### src/rtl/plsc_cfg.svh
`ifndef PLSC_CFG_SVH
`define PLSC_CFG_SVH

// ==========================================================
// Clock and timing
`define PLSC_CLK_HZ 40000000
`define PLSC_LAMP_MS 2000
`define PLSC_HOLD_MS 3000
`define PLSC_IDLE_S 360
`define PLSC_DEB_MS 10

// ==========================================================
// Level input positions, top (3a) to bottom (3e)
`define PLSC_LV_A 4
`define PLSC_LV_B 3
`define PLSC_LV_C 2
`define PLSC_LV_D 1
`define PLSC_LV_E 0

// ==========================================================
// Factory values and storage words
`define PLSC_MODE_RST 1'h0
`define PLSC_CNT_RST 2'h2
`define PLSC_NV_MODE 1'h0
`define PLSC_NV_CNT 1'h1

// ==========================================================
// Menu items
`define PLSC_IT_MODE 2'h0
`define PLSC_IT_CNT 2'h1
`define PLSC_IT_PEN 2'h2
`define PLSC_IT_EXIT 2'h3

`endif

### src/rtl/plsc_pkg.sv
package plsc_pkg;

  typedef enum logic [1:0] {
    ST_LAMP = 2'h0,
    ST_MAIN = 2'h1,
    ST_MENU = 2'h3,
    ST_EDIT = 2'h2
  } plsc_state_t;

  typedef struct packed {
    logic mode;
    logic [1:0] count;
  } plsc_params_t;

endpackage

### src/rtl/plsc_nvm.sv
`timescale 1ns/100ps
`include "plsc_cfg.svh"

module plsc_nvm
(
  input wire logic core_clk,
  input wire logic resetn,
  input wire logic we,
  input wire logic addr,
  input wire logic [1:0] wdata,
  output logic [1:0] rdata
);

  // Array has no reset: it must keep its words across a reset
  logic [1:0] mem [0:1];
  logic [1:0] next_rdata;

  initial
  begin
    mem[`PLSC_NV_MODE] = {1'h0, `PLSC_MODE_RST};
    mem[`PLSC_NV_CNT] = `PLSC_CNT_RST;
  end

  always_ff @(posedge core_clk)
  begin
    if (we)
      mem[addr] <= wdata;
  end

  always_comb
  begin
    next_rdata = mem[addr];
  end

  always_ff @(posedge core_clk or negedge resetn)
  begin
    if (!resetn)
      rdata <= 2'h0;
    else
      rdata <= next_rdata;
  end

endmodule // plsc_nvm

### src/rtl/plsc_top.sv
`timescale 1ns/100ps
`include "plsc_cfg.svh"

module plsc_top
  import plsc_pkg::*;
#(
  parameter logic [27:0] LAMP_CYC = 28'(64'(`PLSC_LAMP_MS) * 64'(`PLSC_CLK_HZ) / 64'd1000),
  parameter logic [27:0] HOLD_CYC = 28'(64'(`PLSC_HOLD_MS) * 64'(`PLSC_CLK_HZ) / 64'd1000),
  parameter logic [35:0] IDLE_CYC = 36'(64'(`PLSC_IDLE_S) * 64'(`PLSC_CLK_HZ)),
  parameter logic [19:0] DEB_CYC = 20'(64'(`PLSC_DEB_MS) * 64'(`PLSC_CLK_HZ) / 64'd1000)
)
(
  input wire logic core_clk,
  input wire logic resetn,
  input wire logic [4:0] level_raw,
  input wire logic btn_raw,
  input wire logic knob_step,
  input wire logic knob_dir,
  output logic [2:0] pump_run,
  output logic [3:0] lamp,
  output logic alarm_high,
  output logic alarm_low,
  output logic [4:0] level_disp,
  output logic standby_ind,
  output logic backlight,
  output plsc_state_t ui_state,
  output logic [1:0] menu_item,
  output logic [1:0] edit_val,
  output logic param_unlocked,
  output logic refused,
  output plsc_params_t params
);

  function automatic logic [2:0] plsc_mask(input logic [1:0] cnt);
    plsc_mask = (cnt == 2'h1) ? 3'h1 : (cnt == 2'h3) ? 3'h7 : 3'h3;
  endfunction

  // ==========================================================
  // Debounce
  logic [5:0] raw;
  logic [5:0] deb;
  logic [4:0] lv;
  logic btn_q;

  assign raw = {btn_raw, level_raw};
  assign lv = deb[4:0];
  assign btn_q = deb[5];

  genvar gi;
  for (gi = 0; gi < 6; gi++)
  begin : g_deb
    logic [19:0] cnt;
    logic [19:0] next_cnt;
    logic st;
    logic next_st;
    always_comb
    begin
      next_cnt = 20'h0;
      next_st = st;
      if (raw[gi] != st)
      begin
        if (cnt == DEB_CYC - 20'h1)
          next_st = raw[gi];
        else
          next_cnt = cnt + 20'h1;
      end
    end
    always_ff @(posedge core_clk or negedge resetn)
    begin
      if (!resetn)
      begin
        cnt <= 20'h0;
        st <= 1'h0;
      end
      else
      begin
        cnt <= next_cnt;
        st <= next_st;
      end
    end
    assign deb[gi] = st;
  end

  // ==========================================================
  // Operator interface and start-up
  plsc_state_t state, next_state;
  logic [27:0] lamp_cnt, next_lamp_cnt, hold_cnt, next_hold_cnt;
  logic [35:0] idle_cnt, next_idle_cnt;
  logic [2:0] rst_step, next_rst_step;
  logic [1:0] item, next_item, eval, next_eval;
  logic param_en, next_param_en, next_backlight, next_refused, btn_prev, next_btn_prev;
  logic nv_we, next_nv_we, nv_addr, next_nv_addr;
  logic [1:0] nv_wdata, next_nv_wdata, nv_rdata;
  plsc_params_t par, next_par;
  logic press, any_in, hold_hit, idle_hit, busy, guarded;

  assign press = btn_q & ~btn_prev;
  assign any_in = (btn_q ^ btn_prev) | knob_step;
  assign hold_hit = btn_q && (hold_cnt == HOLD_CYC - 28'h1);
  assign idle_hit = !any_in && (idle_cnt == IDLE_CYC - 36'h1);
  assign busy = (pump_run != 3'h0);
  assign guarded = (item == `PLSC_IT_MODE) || (item == `PLSC_IT_CNT);

  plsc_nvm u_nvm
  (
    .core_clk(core_clk),
    .resetn(resetn),
    .we(nv_we),
    .addr(nv_addr),
    .wdata(nv_wdata),
    .rdata(nv_rdata)
  );

  always_comb
  begin
    next_state = state;
    next_lamp_cnt = lamp_cnt;
    next_rst_step = rst_step;
    next_item = item;
    next_eval = eval;
    next_param_en = param_en;
    next_par = par;
    next_backlight = backlight | any_in;
    next_refused = 1'h0;
    next_nv_we = 1'h0;
    next_nv_addr = nv_addr;
    next_nv_wdata = nv_wdata;
    next_btn_prev = btn_q;
    next_hold_cnt = !btn_q ? 28'h0 : (hold_cnt == HOLD_CYC) ? hold_cnt : hold_cnt + 28'h1;
    next_idle_cnt = any_in ? 36'h0 : (idle_cnt == IDLE_CYC) ? idle_cnt : idle_cnt + 36'h1;
    unique case (state)
      ST_LAMP:
      begin
        next_lamp_cnt = lamp_cnt + 28'h1;
        if (rst_step != 3'h4)
          next_rst_step = rst_step + 3'h1;
        // Read data is registered, so each word arrives one cycle after nv_addr holds its address
        if (rst_step == 3'h1)
        begin
          next_par.mode = nv_rdata[0];
          next_nv_addr = `PLSC_NV_CNT;
        end
        if (rst_step == 3'h3)
          next_par.count = (nv_rdata == 2'h0) ? `PLSC_CNT_RST : nv_rdata;
        if (lamp_cnt == LAMP_CYC - 28'h1)
          next_state = ST_MAIN;
      end
      ST_MAIN:
      begin
        if (hold_hit)
        begin
          next_state = ST_MENU;
          next_item = `PLSC_IT_MODE;
        end
      end
      ST_MENU:
      begin
        if (knob_step)
          next_item = knob_dir ? item + 2'h1 : item - 2'h1;
        else if (press)
        begin
          if (item == `PLSC_IT_EXIT)
            next_state = ST_MAIN;
          else if (item == `PLSC_IT_PEN)
          begin
            next_state = ST_EDIT;
            next_eval = {1'h0, param_en};
          end
          else if (!param_en || busy)
            next_refused = 1'h1;
          else
          begin
            next_state = ST_EDIT;
            next_eval = (item == `PLSC_IT_MODE) ? {1'h0, par.mode} : par.count;
          end
        end
      end
      ST_EDIT:
      begin
        if (knob_step)
        begin
          if (item == `PLSC_IT_CNT)
            next_eval = knob_dir ? ((eval == 2'h3) ? 2'h1 : eval + 2'h1)
                                 : ((eval == 2'h1) ? 2'h3 : eval - 2'h1);
          else
            next_eval = {1'h0, ~eval[0]};
        end
        else if (press)
        begin
          next_state = ST_MENU;
          if (item == `PLSC_IT_PEN)
            next_param_en = eval[0];
          else if (busy)
            next_refused = 1'h1;
          else
          begin
            next_nv_we = 1'h1;
            next_nv_addr = (item == `PLSC_IT_MODE) ? `PLSC_NV_MODE : `PLSC_NV_CNT;
            next_nv_wdata = eval;
            if (item == `PLSC_IT_MODE)
              next_par.mode = eval[0];
            else
              next_par.count = eval;
          end
        end
      end
    endcase
    if (idle_hit)
    begin
      next_backlight = 1'h0;
      next_param_en = 1'h0;
      if (state != ST_LAMP)
        next_state = ST_MAIN;
    end
  end

  always_ff @(posedge core_clk or negedge resetn)
  begin
    if (!resetn)
    begin
      state <= ST_LAMP;
      lamp_cnt <= 28'h0;
      rst_step <= 3'h0;
      item <= `PLSC_IT_MODE;
      eval <= 2'h0;
      param_en <= 1'h0;
      par <= '{mode: `PLSC_MODE_RST, count: `PLSC_CNT_RST};
      backlight <= 1'h1;
      refused <= 1'h0;
      nv_we <= 1'h0;
      nv_addr <= `PLSC_NV_MODE;
      nv_wdata <= 2'h0;
      btn_prev <= 1'h0;
      hold_cnt <= 28'h0;
      idle_cnt <= 36'h0;
      standby_ind <= 1'h0;
    end
    else
    begin
      state <= next_state;
      lamp_cnt <= next_lamp_cnt;
      rst_step <= next_rst_step;
      item <= next_item;
      eval <= next_eval;
      param_en <= next_param_en;
      par <= next_par;
      backlight <= next_backlight;
      refused <= next_refused;
      nv_we <= next_nv_we;
      nv_addr <= next_nv_addr;
      nv_wdata <= next_nv_wdata;
      btn_prev <= next_btn_prev;
      hold_cnt <= next_hold_cnt;
      idle_cnt <= next_idle_cnt;
      standby_ind <= (next_state != ST_LAMP);
    end
  end

  assign ui_state = state;
  assign menu_item = item;
  assign edit_val = eval;
  assign param_unlocked = param_en;
  assign params = par;

  // ==========================================================
  // Pump switching
  logic [2:0] next_run;
  logic [3:0] next_lamp;

  always_comb
  begin
    next_run = 3'h0;
    if (state != ST_LAMP)
    begin
      if (!par.mode)
      begin
        // Hysteresis: a running pump holds until the stop input goes dry
        next_run[0] = lv[`PLSC_LV_E] & (lv[`PLSC_LV_C] | (pump_run[0] & lv[`PLSC_LV_D]));
        next_run[1] = lv[`PLSC_LV_E] & (lv[`PLSC_LV_B] | (pump_run[1] & lv[`PLSC_LV_D]));
      end
      else
      begin
        next_run[0] = ~lv[`PLSC_LV_B] & (~lv[`PLSC_LV_C] | pump_run[0]);
        next_run[1] = ~lv[`PLSC_LV_B] & (~lv[`PLSC_LV_D] | pump_run[1]);
      end
      // A third pump has no level input of its own and runs alongside pump 2
      next_run[2] = next_run[1];
      next_run = next_run & plsc_mask(par.count);
    end
    next_lamp = (next_state == ST_LAMP) ? 4'hf : {lv[`PLSC_LV_A], next_run};
  end

  always_ff @(posedge core_clk or negedge resetn)
  begin
    if (!resetn)
    begin
      pump_run <= 3'h0;
      lamp <= 4'hf;
      alarm_high <= 1'h0;
      alarm_low <= 1'h0;
      level_disp <= 5'h0;
    end
    else
    begin
      pump_run <= next_run;
      lamp <= next_lamp;
      alarm_high <= lv[`PLSC_LV_A];
      alarm_low <= ~lv[`PLSC_LV_E];
      level_disp <= lv;
    end
  end
endmodule // plsc_top

### config.mk
export PLATFORM = sky130hd
export DESIGN_NAME = plsc_top
export DESIGN_NICKNAME = d
export VERILOG_FILES = /design/src/rtl/plsc_pkg.sv /design/src/rtl/plsc_nvm.sv /design/src/rtl/plsc_top.sv
export VERILOG_INCLUDE_DIRS = /design/src /design/src/rtl
export SDC_FILE = /design/constraint.sdc
export NUM_CORES = 1
export LEC_CHECK = 0
export BUFFER_PORTS_ARGS = -buffer_cell sky130_fd_sc_hd__buf_2
export CELL_PAD_IN_SITES_DETAIL_PLACEMENT = 1
export CELL_PAD_IN_SITES_GLOBAL_PLACEMENT = 2
export CORE_MARGIN = 1.5
export CORE_UTILIZATION = 41
export CTS_CLUSTER_DIAMETER = 40
export DETAILED_ROUTE_END_ITERATION = 7
export PLACE_DENSITY_LB_ADDON = 0.1
export SYNTH_ARGS = -nofsm -noshare
export SYNTH_HDL_FRONTEND = slang
export SYNTH_SLANG_ARGS = --single-unit
### constraint.sdc
create_clock -name core_clk -period 2.8 [get_ports core_clk]
set_clock_uncertainty 0.05 [all_clocks]
set_input_delay 0.42 -clock core_clk [delete_from_list [all_inputs] [get_ports core_clk]]
set_output_delay 0.42 -clock core_clk [all_outputs]
set_load 0.05 [all_outputs]
==> summary.md <==
| Metric | Value |
|---|---|
| CP max FO | `3` |
| Crit path DAT | `2.78 ns` |
| Final Critical Period | `2.42 ns` |
| Routed Antenna Nets | `0` |
| Vias/cell | `5.18` |
| Post-synth ARST share | `98.4%` |
| Area Growth Syn to Fin | `18.9%` |
| GPL Wtd Cong | `0.746` |
| Initial cell density of the core | `42.0%` |
| Post-Syn Area per Cell | `10.1 sq um` |
| PortBufs | `36` |
| Die Y-Extent | `178 um` |
| WL/cell | `16.2 um` |
| All-layer global routing usage | `18.7%` |
| Worst-margin pin slew | `0.678 ns` |
| Slack of the critical path | `0.376 ns` |
| WHS Endpoint | `g_deb[0].st` |
| Syn_nets | `1276` |
| Hold WC Path Type | `input port to flip-flop` |
| WP depth | `5` |
| Worst Path Required | `3.16 ns` |
| Synth warn | `0` |
| WL final | `28100 um` |
| Maximum vdd ir drop | `0.000423 V` |
| Worst hold margin | `0.0890 ns` |
| Share of cells above drive strength 1 | `12.1%` |
| Placed inst area | `0.0132 sq mm` |
| First-pass GRT wire length | `48200 um` |
| Crit. End Element | `flip-flop` |
| Vias in the first global route | `9579` |
| # setup viols final | `0` |
| Initial antenna violation count | `2` |
| Root Driver | `clkbuf_16` |
| Pin count of the biggest net entering global routing | `74` |
| Die ar. | `0.0316 sq mm` |
| Slowest-stage cell, CP | `or4_4` |
| Clk sinks | `258` |
| Remaining routing DRC violations | `0` |
| Via Count | `9000` |
| Worst r2r path cells | `5` |
| Post-CTS Setup Inserts | `0` |
| Area taken by multi-input logic gates | `0.00576 sq mm` |
| Hold path depth | `3` |
| Drt initial violations | `300` |
| RSZ-0062 raised after global routing | `no` |
| Die width | `178 um` |
| CP max stage delay | `0.51 ns` |
| Ys flop type | `dfrtp_1` |
| Synth Register Bits | `258` |
| Skew-Pair Late Insertion Delay | `0.53 ns` |
| Synth Cell Area | `0.0125 sq mm` |
| Hold_sp | `level_raw[0]` |
| Pwr Density | `674 mW/mm^2` |
| R2r setup slk | `0.38 ns` |
| H-tree levels | `2` |
| Status | `complete, no violations` |
| Crit-path cells | `or4_1 > or4_4 > or3_4 > nor4_4 > o22ai_1` |
| Filler cells | `3279` |
| Fmax | `413 MHz` |
| Pre-CTS setup slack | `0.373 ns` |
| Top delay family on crit path | `simple AND/OR/NAND/NOR gates` |
| Slew Limit Headroom | `54.4%` |
| Post-synth EDFFs | `4` |
| Hold Vio Cnt, Final | `0` |
| Nets | `1346` |
| I/O Pins | `37` |
| Fin. max-slew vios | `0` |
| Commonest cells after routing, fill and taps aside | `dfrtp_1 (248), nor2_1 (197), xor2_1 (115)` |
| CTS Buffer Depth | `3` |
| CTS clk-pin slew, worst paths | `0.05 ns` |
| Reg2reg start | `hold_cnt[15]` |
| Reg area | `0.00648 sq mm` |
| R2R Path End | `menu_item[1]` |
| Final HPWL DP | `18600 um` |
| Std-Cell Rows | `63` |
| Register area share after synthesis | `51.7%` |
| Critical Path Source Type | `flip-flop` |
| Critical path class | `flip-flop to flip-flop` |
| Yosys cell types | `59` |
| Critical path buffers and inverters | `0` |
| Final Instance Area | `0.0149 sq mm` |
| Post-synthesis cell count | `1243` |
| CTS Buf Count | `47` |
| Most common cell after layout, fill and taps aside | `dfrtp_1` |
| Grt total ovfl | `0` |
| Max-Cap Viols | `0` |
| Core area | `0.0299 sq mm` |
| Final period util | `86.6%` |
| Antenna Cells | `0` |
| Number of detailed-route iterations in the first pass | `4` |
| Final setup TNS | `0 ns` |
| TritonCTS clock tree | `built` |
| Leak | `6.58 nW` |
-- cells in the mapped netlist, drive strengths merged (3+ instances only) --
library cell    n  area share [%]
a211oi          3            0.18
a21boi          4            0.24
a21oi          14            0.56
and2           31             1.5
and3           36             1.8
and4           20             1.4
buf            11            0.50
clkbuf         20            0.76
dfrtp         248              50
dfstp           6             1.3
edfxtp          4            0.96
ha             23             2.3
inv            35             1.0
mux2           11            0.99
mux2i           7            0.56
nand2          84             2.5
nand2b         10            0.50
nand3          85             3.4
nand4          49             2.4
nor2          197             5.9
nor2b           8            0.40
nor3           37             1.5
nor3b           3            0.18
nor4           26             1.5
nor4b           5            0.35
o21a            3            0.18
o21ai          15            0.60
or2             8            0.40
or3             8            0.44
or4            13            0.81
xnor2          81             5.7
xor2          115             8.0
-- cell type report --
class / instances / share of cell area (%)
Sequential cell: 258 / 43.5
Clock buffer: 55 / 8.23
Inverter: 35 / 0.881
Multi-Input combinational cell: 919 / 38.7
Timing Repair Buffer: 52 / 2.35
Tap cell: 390 / 3.27
Clock inverter: 30 / 3.09
-- sequential cells by signal (all words and copies together), names as in the netlist, 2 cells and up --
register,cells
g_deb.cnt,120
idle_cnt,36
hold_cnt,28
lamp_cnt,28
g_deb.st,5
lamp,4
level_disp,4
u_nvm.mem,4
params,3
pump_run,3
rst_step,3
edit_val,2
menu_item,2
nv_wdata,2
u_nvm.rdata,2
ui_state,2
-- routing by layer --
metal	track usage [%]	routed length, um
met2	30.1	13100
met5	0	31
met4	5.32	498
met3	3.94	975
met1	25.4	13500
-- what timing repair did --
item                                   CTS  global route
endpoints found under the hold margin   46             0
hold buffers                             1             0
gates resized for setup                  0             0
-- worst reg2reg max path, stage by stage (launching register included) --
cell	delay [ns]
dfrtp_1	0.40
or4_1	0.50
or4_4	0.51
or3_4	0.35
nor4_4	0.34
o22ai_1	0.14
-- worst max-delay path by stage --
stage                       from      endpoint
finish              hold_cnt[15]  menu_item[1]
global route        hold_cnt[15]  menu_item[1]
CTS                 hold_cnt[15]  menu_item[0]
detailed placement  hold_cnt[15]  menu_item[0]
global placement    hold_cnt[13]  menu_item[0]
floorplan           hold_cnt[13]  menu_item[0]
-- stage by stage --
| stage | util, % | power [mW] | std cells |
|---|---|---|---|
| global placement | 44.2 | 4.06 | 1653 |
| finish | 49.9 | 10.0 | 1739 |
| floorplan | - | 3.93 | 1243 |
| CTS | 49.9 | 10.2 | 1739 |
| global route | 49.9 | 10.4 | 1739 |
| detailed placement | 44.2 | 4.06 | 1653 |
-- power breakdown --
part | internal (mW) | leakage (nW) | total (mW) | switching, mW
registers | 3.77 | 3.49 | 3.80 | 0.0291
logic | 0.0514 | 2.27 | 0.192 | 0.141
clock network | 4.08 | 0.814 | 6.06 | 1.98
total | 7.90 | 6.58 | 10.0 | 2.15
-- cells by family after synthesis --
| kind of cell | after synthesis | share of synthesized area (%) |
|---|---|---|
| compound gates | 52 | 2.61 |
| fa+ha+maj | 23 | 2.30 |
| simple gates | 630 | 25.8 |
| xor+xnor | 196 | 13.7 |
| buf+inv | 66 | 2.31 |
| mux | 18 | 1.55 |
| flops | 258 | 51.7 |
(Power assumes the default switching activity.)
